$ cat src/edlt_pkg.sv
// Constants and types shared by the external data link tap
package edlt_pkg;

  // Register indices; byte address is four times the index
  localparam logic [5:0] IDX_SLOT_SELECT = 6'h15;
  localparam logic [5:0] IDX_BIT_MASK = 6'h16;
  localparam logic [5:0] IDX_LINK_CTRL = 6'h30;
  localparam logic [5:0] IDX_LINK_STATUS = 6'h31;

  // Reset values
  localparam logic [7:0] SLOT_SELECT_RST = 8'h00;
  localparam logic [7:0] BIT_MASK_RST = 8'h00;
  localparam logic [7:0] LINK_CTRL_RST = 8'h00;

  // Field positions in link_slot_select
  localparam int unsigned POS_LINK_ENABLE = 7;
  localparam int unsigned POS_FS_HI = 6;
  localparam int unsigned POS_FS_LO = 5;
  localparam int unsigned POS_TS_HI = 4;
  localparam int unsigned POS_TS_LO = 0;

  // Field positions in link_ctrl
  localparam int unsigned POS_T1_MODE = 0;
  localparam int unsigned POS_RX_PIN_SEL = 1;
  localparam int unsigned POS_TX_PIN_SEL = 2;

  // Frame select codes
  localparam logic [1:0] FS_NONE = 2'h0;
  localparam logic [1:0] FS_CODE_01 = 2'h1;
  localparam logic [1:0] FS_CODE_10 = 2'h2;
  localparam logic [1:0] FS_ALL = 2'h3;

  // Frame geometry
  localparam logic [4:0] T1_FBIT_SLOT = 5'h19;
  localparam logic [8:0] T1_SLOT_BASE_ADJ = 9'h007;
  localparam logic [8:0] BITS_PER_SLOT = 9'h008;
  localparam logic [8:0] POS_FIRST = 9'h000;
  localparam logic [8:0] POS_STEP = 9'h001;

  // Transmit capture path
  localparam int unsigned TX_SAMPLE_DELAY = 2;
  localparam int unsigned BUF_DEPTH = 2;
  localparam int unsigned BUF_WIDTH = 1;

  typedef enum logic [0:0] {
    EDLT_BUS_IDLE = 1'b0,
    EDLT_BUS_ACK = 1'b1
  } edlt_bus_state_t;

endpackage

$ cat src/edlt_slot_gate.sv
// One direction of link timing: synchroniser, bit position, slot gate
module edlt_slot_gate
  import edlt_pkg::*;
(
  input wire logic clk,
  input wire logic rst_n,
  input wire logic line_clk,
  input wire logic frame_start,
  input wire logic mframe_start,
  input wire logic line_data,
  input wire logic t1_mode,
  input wire logic [4:0] slot_number,
  input wire logic [1:0] frame_select,
  input wire logic [7:0] bit_mask,
  output logic clk_level,
  output logic bit_rise,
  output logic bit_selected,
  output logic frame_odd,
  output logic data_bit
);

  logic [2:0] clk_sync;
  logic [1:0] fs_sync;
  logic [1:0] mf_sync;
  logic [1:0] dat_sync;
  logic [8:0] bit_pos;
  logic [8:0] slot_base;
  logic [8:0] slot_off;
  logic t1_fbit;
  logic in_slot;
  logic frame_ok;
  logic frame_par;

  // Third clock stage feeds edge detection and clk_level, never the first
  always_ff @(posedge clk or negedge rst_n) begin
    if (!rst_n) begin
      clk_sync <= 3'h0;
      fs_sync <= 2'h0;
      mf_sync <= 2'h0;
      dat_sync <= 2'h0;
    end else begin
      clk_sync <= {clk_sync[1:0], line_clk};
      fs_sync <= {fs_sync[0], frame_start};
      mf_sync <= {mf_sync[0], mframe_start};
      dat_sync <= {dat_sync[0], line_data};
    end
  end

  assign bit_rise = clk_sync[1] & ~clk_sync[2];
  assign clk_level = clk_sync[2];

  always_ff @(posedge clk or negedge rst_n) begin
    if (!rst_n) begin
      bit_pos <= POS_FIRST;
    end else if (bit_rise) begin
      bit_pos <= fs_sync[1] ? POS_FIRST : bit_pos + POS_STEP;
    end
  end

  // Parity of the frame index since multiframe start, free of mode
  always_ff @(posedge clk or negedge rst_n) begin
    if (!rst_n) begin
      frame_par <= 1'b0;
    end else if (bit_rise && fs_sync[1]) begin
      frame_par <= mf_sync[1] ? 1'b0 : ~frame_par;
    end
  end

  // Multiframe start names frame 1 in T1 and frame 0 in E1
  // Derived per mode so a mode change needs no fresh multiframe mark
  assign frame_odd = frame_par ^ t1_mode;

  always_ff @(posedge clk or negedge rst_n) begin
    if (!rst_n) begin
      data_bit <= 1'b0;
    end else if (bit_rise) begin
      data_bit <= dat_sync[1];
    end
  end

  always_comb begin
    t1_fbit = t1_mode && (slot_number == T1_FBIT_SLOT);
    slot_base = {1'b0, slot_number, 3'h0};
    // Framing bit sits at position 0, so it uses mask bit 0
    if (t1_fbit) begin
      slot_base = POS_FIRST;
    end else if (t1_mode) begin
      slot_base = slot_base - T1_SLOT_BASE_ADJ;
    end
    slot_off = bit_pos - slot_base;
    in_slot = t1_fbit ? (bit_pos == POS_FIRST) : (slot_off < BITS_PER_SLOT);
  end

  // Code 01 picks odd frames in T1 and even frames in E1
  always_comb begin
    unique case (frame_select)
      FS_NONE: frame_ok = 1'b0;
      FS_CODE_01: frame_ok = (frame_odd == t1_mode);
      FS_CODE_10: frame_ok = (frame_odd != t1_mode);
      FS_ALL: frame_ok = 1'b1;
    endcase
  end

  // Mask bit 0 is the first bit of the slot on the wire
  assign bit_selected = in_slot & frame_ok
                        & bit_mask[slot_off[2:0]];
endmodule

$ cat src/edlt_tap.sv
// External data link tap: registers, gated link clocks, transmit capture
// Function
// - Link enable 0 keeps link pins idle; 1 activates each direction whose pin select is on unless frame select is 00.
// - Frame select: 00 none, 11 all, 01/10 odd/even per mode.
// - Frame select gates both receive and transmit link clocks.
// - Binary slot number picks one eight-bit slot, E1 0-31, T1 1-24.
// - In T1, slot number 25 selects the framing bit.
// - Clock pulses appear only on slot bits whose mask bit is one.
// - Mask bit zero maps to first slot bit, higher bits follow.
// - With receive pin select on, whole received stream goes out.
// - Transmit bits sampled at link clock fall, replacing normal data.
module edlt_tap
  import edlt_pkg::*;
(
  input wire logic clk,
  input wire logic rst_n,
  input wire logic [7:0] avs_address,
  input wire logic avs_read,
  input wire logic avs_write,
  input wire logic [3:0] avs_byteenable,
  input wire logic [31:0] avs_writedata,
  output logic [31:0] avs_readdata,
  output logic avs_waitrequest,
  input wire logic rx_line_clk,
  input wire logic rx_line_data,
  input wire logic rx_frame_start,
  input wire logic rx_mframe_start,
  input wire logic tx_line_clk,
  input wire logic tx_frame_start,
  input wire logic tx_mframe_start,
  input wire logic tx_link_data_in,
  output logic rx_link_clock_out,
  output logic rx_link_data_out,
  output logic rx_link_oe,
  output logic tx_link_clock_out,
  output logic tx_link_oe,
  output logic tx_ins_valid,
  output logic tx_ins_bit,
  input wire logic tx_ins_ready
);

  edlt_bus_state_t bus_state;
  logic [7:0] link_slot_select;
  logic [7:0] link_bit_mask;
  logic [7:0] link_ctrl;
  logic [5:0] reg_index;
  logic [7:0] read_mux;
  logic wr_take;

  logic link_enable;
  logic [1:0] frame_select;
  logic [4:0] slot_number;
  logic t1_mode;
  logic rx_active;
  logic tx_active;

  logic rx_level;
  logic rx_rise;
  logic rx_sel;
  logic rx_frame_odd;
  logic rx_bit;
  logic tx_level;
  logic tx_rise;
  logic tx_sel;
  logic tx_frame_odd;

  logic [1:0] tdi_sync;
  logic [TX_SAMPLE_DELAY-1:0] fall_dly;
  logic next_tx_clock;
  logic tx_fall;
  logic tx_allow;
  logic room_ok;
  logic push;
  logic pop;
  logic [BUF_WIDTH-1:0] spare_bit;
  logic spare_valid;

  assign reg_index = avs_address[7:2];
  assign link_enable = link_slot_select[POS_LINK_ENABLE];
  assign frame_select = link_slot_select[POS_FS_HI:POS_FS_LO];
  assign slot_number = link_slot_select[POS_TS_HI:POS_TS_LO];
  assign t1_mode = link_ctrl[POS_T1_MODE];

  // Frame select 00 acts like a disabled link on both directions
  assign rx_active = link_enable && (frame_select != FS_NONE)
                     && link_ctrl[POS_RX_PIN_SEL];
  assign tx_active = link_enable && (frame_select != FS_NONE)
                     && link_ctrl[POS_TX_PIN_SEL];

  // Bus slave: one wait cycle, answer on the second cycle of a request
  always_ff @(posedge clk or negedge rst_n) begin
    if (!rst_n) begin
      bus_state <= EDLT_BUS_IDLE;
      avs_waitrequest <= 1'b1;
    end else begin
      unique case (bus_state)
        EDLT_BUS_IDLE: begin
          if (avs_read || avs_write) begin
            bus_state <= EDLT_BUS_ACK;
            avs_waitrequest <= 1'b0;
          end
        end
        EDLT_BUS_ACK: begin
          bus_state <= EDLT_BUS_IDLE;
          avs_waitrequest <= 1'b1;
        end
      endcase
    end
  end

  assign wr_take = (bus_state == EDLT_BUS_ACK) && avs_write
                   && avs_byteenable[0];

  always_comb begin
    unique case (reg_index)
      IDX_SLOT_SELECT: read_mux = link_slot_select;
      IDX_BIT_MASK: read_mux = link_bit_mask;
      IDX_LINK_CTRL: read_mux = link_ctrl;
      IDX_LINK_STATUS: read_mux = {2'h0, tx_link_clock_out,
                                   rx_link_clock_out, spare_valid,
                                   tx_ins_valid, tx_frame_odd,
                                   rx_frame_odd};
      default: read_mux = 8'h00;
    endcase
  end

  always_ff @(posedge clk or negedge rst_n) begin
    if (!rst_n) begin
      avs_readdata <= 32'h0000_0000;
    end else if (bus_state == EDLT_BUS_IDLE && avs_read) begin
      avs_readdata <= {24'h00_0000, read_mux};
    end
  end

  always_ff @(posedge clk or negedge rst_n) begin
    if (!rst_n) begin
      link_slot_select <= SLOT_SELECT_RST;
      link_bit_mask <= BIT_MASK_RST;
      link_ctrl <= LINK_CTRL_RST;
    end else if (wr_take) begin
      if (reg_index == IDX_SLOT_SELECT) begin
        link_slot_select <= avs_writedata[7:0];
      end
      if (reg_index == IDX_BIT_MASK) begin
        link_bit_mask <= avs_writedata[7:0];
      end
      if (reg_index == IDX_LINK_CTRL) begin
        link_ctrl <= {5'h00, avs_writedata[2:0]};
      end
    end
  end

  edlt_slot_gate u_rx_gate (
    .clk(clk),
    .rst_n(rst_n),
    .line_clk(rx_line_clk),
    .frame_start(rx_frame_start),
    .mframe_start(rx_mframe_start),
    .line_data(rx_line_data),
    .t1_mode(t1_mode),
    .slot_number(slot_number),
    .frame_select(frame_select),
    .bit_mask(link_bit_mask),
    .clk_level(rx_level),
    .bit_rise(rx_rise),
    .bit_selected(rx_sel),
    .frame_odd(rx_frame_odd),
    .data_bit(rx_bit)
  );

  // Transmit data comes from the tap pin, not this gate
  edlt_slot_gate u_tx_gate (
    .clk(clk),
    .rst_n(rst_n),
    .line_clk(tx_line_clk),
    .frame_start(tx_frame_start),
    .mframe_start(tx_mframe_start),
    .line_data(1'b0),
    .t1_mode(t1_mode),
    .slot_number(slot_number),
    .frame_select(frame_select),
    .bit_mask(link_bit_mask),
    .clk_level(tx_level),
    .bit_rise(tx_rise),
    .bit_selected(tx_sel),
    .frame_odd(tx_frame_odd),
    .data_bit()
  );

  always_ff @(posedge clk or negedge rst_n) begin
    if (!rst_n) begin
      rx_link_oe <= 1'b0;
      tx_link_oe <= 1'b0;
    end else begin
      rx_link_oe <= rx_active;
      tx_link_oe <= tx_active;
    end
  end

  // Whole received stream, whatever bits carry a clock pulse
  always_ff @(posedge clk or negedge rst_n) begin
    if (!rst_n) begin
      rx_link_data_out <= 1'b0;
    end else begin
      rx_link_data_out <= rx_active & rx_bit;
    end
  end

  always_ff @(posedge clk or negedge rst_n) begin
    if (!rst_n) begin
      rx_link_clock_out <= 1'b0;
    end else begin
      rx_link_clock_out <= rx_active & rx_sel
                           & rx_level;
    end
  end

  // Room decided once per bit so a pulse is never chopped
  always_ff @(posedge clk or negedge rst_n) begin
    if (!rst_n) begin
      tx_allow <= 1'b0;
    end else if (tx_rise) begin
      tx_allow <= room_ok;
    end
  end

  assign next_tx_clock = tx_active & tx_sel & tx_allow & tx_level;
  assign tx_fall = tx_link_clock_out & ~next_tx_clock;

  always_ff @(posedge clk or negedge rst_n) begin
    if (!rst_n) begin
      tx_link_clock_out <= 1'b0;
    end else begin
      tx_link_clock_out <= next_tx_clock;
    end
  end

  // Pin data lags two cycles, so the fall is delayed to match
  always_ff @(posedge clk or negedge rst_n) begin
    if (!rst_n) begin
      tdi_sync <= 2'h0;
      fall_dly <= '0;
    end else begin
      tdi_sync <= {tdi_sync[0], tx_link_data_in};
      fall_dly <= {fall_dly[TX_SAMPLE_DELAY-2:0], tx_fall};
    end
  end

  // Two-entry buffer: output head plus one spare entry
  assign push = fall_dly[TX_SAMPLE_DELAY-1];
  assign pop = tx_ins_valid & tx_ins_ready;
  assign room_ok = !spare_valid && !(tx_ins_valid && (|fall_dly));

  always_ff @(posedge clk or negedge rst_n) begin
    if (!rst_n) begin
      tx_ins_valid <= 1'b0;
      tx_ins_bit <= 1'b0;
      spare_valid <= 1'b0;
      spare_bit <= '0;
    end else if (push) begin
      if (!tx_ins_valid || (pop && !spare_valid)) begin
        tx_ins_valid <= 1'b1;
        tx_ins_bit <= tdi_sync[1];
      end else if (pop) begin
        tx_ins_bit <= spare_bit[0];
        spare_bit <= tdi_sync[1];
      end else begin
        spare_valid <= 1'b1;
        spare_bit <= tdi_sync[1];
      end
    end else if (pop) begin
      if (spare_valid) begin
        tx_ins_bit <= spare_bit[0];
        spare_valid <= 1'b0;
      end else begin
        tx_ins_valid <= 1'b0;
      end
    end
  end
endmodule

$ cat config.mk
export PLATFORM = sky130hd
export DESIGN_NAME = edlt_tap
export DESIGN_NICKNAME = d
export VERILOG_FILES = /design/src/edlt_pkg.sv /design/src/edlt_slot_gate.sv /design/src/edlt_tap.sv
export SDC_FILE = /design/constraint.sdc
export NUM_CORES = 1
export LEC_CHECK = 0
export BUFFER_PORTS_ARGS = -buffer_cell sky130_fd_sc_hd__buf_2
export CORE_AREA = 2 2 96 98
export DETAILED_ROUTE_END_ITERATION = 7
export DIE_AREA = 0 0 98 100
export GPL_ROUTABILITY_DRIVEN = 0
export PLACE_DENSITY = 0.9
export SLEW_MARGIN = 25
export SYNTH_ARGS = -nofsm -noshare
export SYNTH_HDL_FRONTEND = slang
export SYNTH_HIERARCHICAL = 1
export SYNTH_SLANG_ARGS = --single-unit
$ cat constraint.sdc
create_clock -name clk -period 3.4 [get_ports clk]
set_input_delay 0.17 -clock clk [delete_from_list [all_inputs] [get_ports clk]]
set_output_delay 0.17 -clock clk [all_outputs]
set_load 0.1 [all_outputs]
### Yosys cells after proc, flatten, opt, wreduce, memory -nomap -nowiden

Cells that the tools add are included.

| operators by class | value |
|---|---|
| shift-type cells | 0 |
| equal/unequal tests | 17 |
| divide/modulo/power cells | 0 |
| $mul | 0 |
| reduce and logical (&&, ||, !) cells | 32 |
| bitwise operators | 23 |
| add/sub/neg operators | 5 |
| $lt $le $gt $ge | 4 |
| muxes and demuxes | 32 |

Operators by type and width:

| operator | count |
|---|---|
| 9-bit two-way mux | 4 |
| 8-bit one-hot mux with 4 select lines | 1 |
| 1-bit two-way mux | 21 |
| 9-bit by 1-bit adder with 9-bit output, second input constant | 2 |
| 9-bit logical NOT | 2 |
| 9-bit by 4-bit less-than comparator with 1-bit output, second input constant | 2 |
| 9-bit subtractor | 2 |
| 1-bit AND | 14 |
| 6-bit by 5-bit == test with 1-bit output, second input constant | 2 |
| 6-bit == test, second input constant | 2 |
| 1-bit logical AND | 12 |
| 3-bit AND reduction | 3 |
| 8-bit by 3-bit subtractor with 9-bit output, second input constant | 1 |
| 3-bit by 4-bit less-than comparator with 1-bit output, second input constant | 2 |
| 2-bit != test, second input constant | 4 |
| 1-bit one-hot mux with 4 select lines | 2 |
| 2-bit AND reduction | 4 |
| 2-bit nonzero test | 4 |
| 1-bit NOT | 7 |
| 1-bit binary-select mux with 3-bit select | 2 |
| 5-bit == test, second input constant | 1 |
| 2-bit == test, second input constant | 2 |
| 1-bit one-hot mux with 2 select lines | 2 |
| 1-bit logical NOT | 3 |
| 8 further kinds | 12 |

| storage, ports and cells | value |
|---|---|
| memories | 0 |
| register bits | 80 |
| word-level logic and storage cells | 143 |
| latch bits | 0 |
| input bits | 57 |
| RAM bits | 0 |
| output and inout bits | 40 |
| bits in read-only memories | 0 |

### Logic depth before layout (Yosys ltp)

| depth | value |
|---|---|
| word-level depth | 13 |
| depth in mapped cells | 15 |
| gate-level depth less buffers | 15 |

### Hierarchy

The synthesis kept the hierarchy.

By module, submodules not included:

| module | cells an instance | times used | area an instance (µm²) | sequential area each (µm²) |
|---|---|---|---|---|
| edlt_tap | 177 | 1 | 2049.5 | 1077.3 |
| edlt_slot_gate at u_tx_gate | 142 | 1 | 1392.6 | 500.5 |
| edlt_slot_gate at u_rx_gate | 140 | 1 | 1333.8 | 500.5 |

### Least setup slack after synthesis

No wires, ideal clock.

| timing path | value |
|---|---|
| path kind | register to register |
| from | register link_slot_select[0] |
| to | register rx_link_clock_out |
| clock period less this slack | 2.960 ns |
| required time | 3.334 ns |
| slack | 0.440 ns |
| setup time | 0.066 ns |
| stages on the path, launching flop included | 14 |
| buffers on the path | 0 |
| data arrival time | 2.894 ns |
| cells stage by stage | dfrtp_1 > ha_1 > nand3_1 > nor2_1 > nor2_1 > mux2i_1 > ha_1 > o21ai_0 > a31oi_1 > or4b_1 > mux2_2 > a311o_1 > a21oi_2 > and3_1 |

| on the way | value |
|---|---|
| cells in the longest elaborated chain, start to end | 10 |
| elaborated cells on any way between the ends | 14 |
| those cells by class | 2 x add/sub; 1 x order compare; 1 x eq/ne; 5 x mux; 4 x bitwise; 1 x reduce/logical |

Ends and longest elaborated chain:

| element | RTL line | source |
|---|---|---|
| from (decl) | edlt_tap.sv:43 | `logic [7:0] link_slot_select;` |
| from (signal assigned) | edlt_tap.sv:142 | `link_slot_select <= avs_writedata[7:0];` |
| 8-bit by 3-bit subtractor with 9-bit output / 5-bit == test (equally long branches) | edlt_slot_gate.sv:88, edlt_slot_gate.sv:82 |  |
| 9-bit two-way mux / 1-bit logical AND (equally long branches) | edlt_slot_gate.sv:87, edlt_slot_gate.sv:82 |  |
| 9-bit two-way mux | edlt_slot_gate.sv:85 | `if (t1_fbit) begin` |
| 9-bit subtractor | edlt_slot_gate.sv:90 | `slot_off = bit_pos - slot_base;` |
| 9-bit by 4-bit less-than comparator with 1-bit output | edlt_slot_gate.sv:91 | `in_slot = t1_fbit ? (bit_pos == POS_FIRST) : (slot_off < BITS_PER_SLOT);` |
| 1-bit two-way mux | edlt_slot_gate.sv:91 |  |
| 1-bit AND | edlt_slot_gate.sv:105 | `assign bit_selected = in_slot & frame_ok` |
| 1-bit AND * | edlt_slot_gate.sv:106 | `& bit_mask[slot_off[2:0]];` |
| net rx_sel | edlt_tap.sv:59 | `logic rx_sel;` |
| 1-bit AND * | edlt_tap.sv:213 | `rx_link_clock_out <= rx_active & rx_sel` |
| 1-bit AND * | edlt_tap.sv:214 | `& rx_level;` |
| to (signal assigned) | edlt_tap.sv:213 |  |
| to (decl) | edlt_tap.sv:32 | `output logic rx_link_clock_out,` |

The timed path passes the listed nets; every way through them passes the cells marked *. The select of a mux whose other input is x is not followed.
A chain may end at the register's enable or synchronous reset.

### Final worst setup path

| timing path | value |
|---|---|
| from | register link_slot_select[1] |
| to | register rx_link_clock_out |

Same word-level chain as after synthesis.

==> impl_metrics.py <==
metrics = {
    "floorplanning": {
        "die_w_um": 98,
        "die_h_um": 100,
        "start_util_pct": 52.8,
        "coreArea_um2": 8890,
        "num_rows": 35,
        "dieArea_um2": 9800,
        "ios": 97,
    },
    "routing": {
        "vias_per_cell": 6.46,
        "vias": 4045,
        "drt-total-wl_um": 13100,
        "dr.pass1.iters": 8,
        "drt-initial-drc-count": 513,
        "ant_nets": 0,
        "wire_per_inst_um": 20.9,
        "route.detailed.drc": 2,
    },
    "grt": {
        "grt_max_degree": 81,
        "grt_usage_pct": 27.3,
        "grt_pass1_vias": 4033,
        "grt_pass1_wl_um": 21100,
        "grt_overflow": 0,
        "antenna_found_initial": 0,
    },
    "critical_path": {
        "startpoint_type": "register",
        "worstPathArrival_ps": 3720,
        "r2r_cells": 14,
        "worstPathRequired_ps": 3690,
        "cp_max_fo": 8,
        "path_class": "register to register",
        "cp-end-kind": "register",
    },
    "cells_and_area": {
        "fin_area_um2": 5230,
        "nFillCells": 612,
        "antenna_cells": 0,
        "nets": 589,
        "area_growth_pct": 11.5,
        "drive_gt1_share_pct": 18.4,
    },
    "timing": {
        "timing.final.hold_violations": 0,
        "period_needed_ps": 3430,
        "finalSetupViolations": 1,
        "max_freq_mhz": 291,
        "timing.final.ws_setup_ps": -32.5,
        "slew_headroom_pct": 52.3,
        "fin_skew_ps": 11.9,
        "fin_crit_sh_pct": 101,
        "tightestPinTransition_ps": 715,
        "slew_viol_final": 0,
    },
    "synth": {
        "yosys_warnings": 6,
        "synth_cells": 455,
        "syn_area_per_cell_um2": 10.3,
        "netlist_area_um2": 4690,
    },
    "placed_design": {
        "place_ws_ps": 31.0,
        "hpwl_um": 7390,
        "place_area_um2": 4900,
        "port-buffer-count": 43,
    },
    "pwr": {
        "power_mw": 2.33,
        "power.leakage_nw": 2.47,
        "ir_drop_mv": 0.403,
        "power_density_nw_per_um2": 445,
    },
    "clock_tree": {
        "insertion_delay_ps": 360,
        "htree_levels": 3,
        "cts.path.max_buffers": 2,
        "clock-sinks": 80,
        "root_buffer": "clkbuf_8",
        "clk_pin_slew_worst_paths_ps": 100,
        "numCtsBuffers": 9,
        "cts_tree": "done",
    },
    "outcome": {
        "failed_checks": "DRC, setup timing",
        "status": "finished, violations left",
    },
    "worst_hold_path": {
        "hp-class": "input port to register",
        "whs_path_depth": 2,
    },
    "job": {
        "cap_violations": 0,
    },
}
==> stage by stage <==
| stage | hold slack, ps | std cells | utilization, % | setup TNS (ps) |
|---|---|---|---|---|
| detailed placement | 279 | 599 | 55.2 | 0 |
| finish | 49.7 | 626 | 58.8 | -32.5 |
| global route | 43.9 | 626 | 58.8 | -111 |
| floorplan | -126 | 478 | - | 0 |
| global placement | 280 | 599 | 55.2 | 0 |
| CTS | 50.2 | 624 | 58.5 | 0 |
==> final cells by class <==
type                    count  area (µm²)  area share, %
inverters                  28         105           2.01
clock buffers               9         124           2.37
well taps                 111         139           2.66
repair buffers             58         357           6.82
clock inverters             7        85.1           1.63
flip-flops and latches     80        2000           38.3
multi-input cells         333        2420           46.2
==> what timing repair did <==
| action | CTS | global route |
|---|---|---|
| buffers inserted | 0 | 2 |
| hold endpoints to repair | 74 | 0 |
| hold buffers | 9 | 0 |
| setup endpoints to repair | 0 | 3 |
| gates resized for setup | 0 | 5 |
==> report_power, final <==
| group | switching [mW] | internal (mW) | total [mW] |
|---|---|---|---|
| sequential | 0.0624 | 0.997 | 1.06 |
| clock | 0.416 | 0.356 | 0.772 |
| combinational | 0.328 | 0.167 | 0.495 |
==> path summary, 6_finish.rpt <==
path,start,endpoint,slack [ps]
min,avs_writedata[6],link_bit_mask[6],50
max,link_slot_select[1],rx_link_clock_out,-30
max reg2reg,link_slot_select[1],rx_link_clock_out,-30
min reg2reg,u_rx_gate/mf_sync[0],u_rx_gate/mf_sync[1],360
min in group asynchronous,rst_n,u_rx_gate/mf_sync[1],410
max in group asynchronous,rst_n,link_slot_select[1],2460
==> flip-flops by register name (all words and copies together) (netlist names), 2 cells and up <==
signal	count
u_rx_gate/dat_sync	2
u_tx_gate/bit_pos	9
avs_readdata	8
u_tx_gate/mf_sync	2
link_slot_select	8
link_bit_mask	8
link_ctrl	3
fall_dly	2
u_rx_gate/clk_sync	3
u_tx_gate/fs_sync	2
u_rx_gate/mf_sync	2
tdi_sync	2
u_tx_gate/clk_sync	3
u_rx_gate/bit_pos	9
u_rx_gate/fs_sync	2
==> placed cells by master, fill, tap and decap left out, drive strengths merged, types with 9 or more instances in the layout <==
cell         count
clkbuf           9
o21ai           31
mux2            24
buf             49
ha              22
inv             31
nand3           20
xor2            13
dlygate4sd3      9
conb            24
nand2           27
dfrtp           79
a21oi           19
nor2            28
==> layer usage <==
metal / track usage [%] / up-vias / wire [µm]
met5: 0 / - / 0
met1: 32.1 / 1927 / 4700
met4: 13.1 / 0 / 704
met2: 46.3 / 334 / 6420
met3: 7.94 / 94 / 1260
li1: - / 1690 / -
==> critical path, stage by stage, from the launching register on <==
cell	delay, ps
dfrtp_2	470
inv_1	80
ha_1	210
nand3_1	110
nor2_2	70
nor2_1	260
mux2i_1	130
ha_1	350
o21ai_0	180
a31oi_1	110
or4b_1	480
mux2_2	290
a311o_1	320
a21oi_2	120
and3_1	180
(Power assumes the default switching activity.)
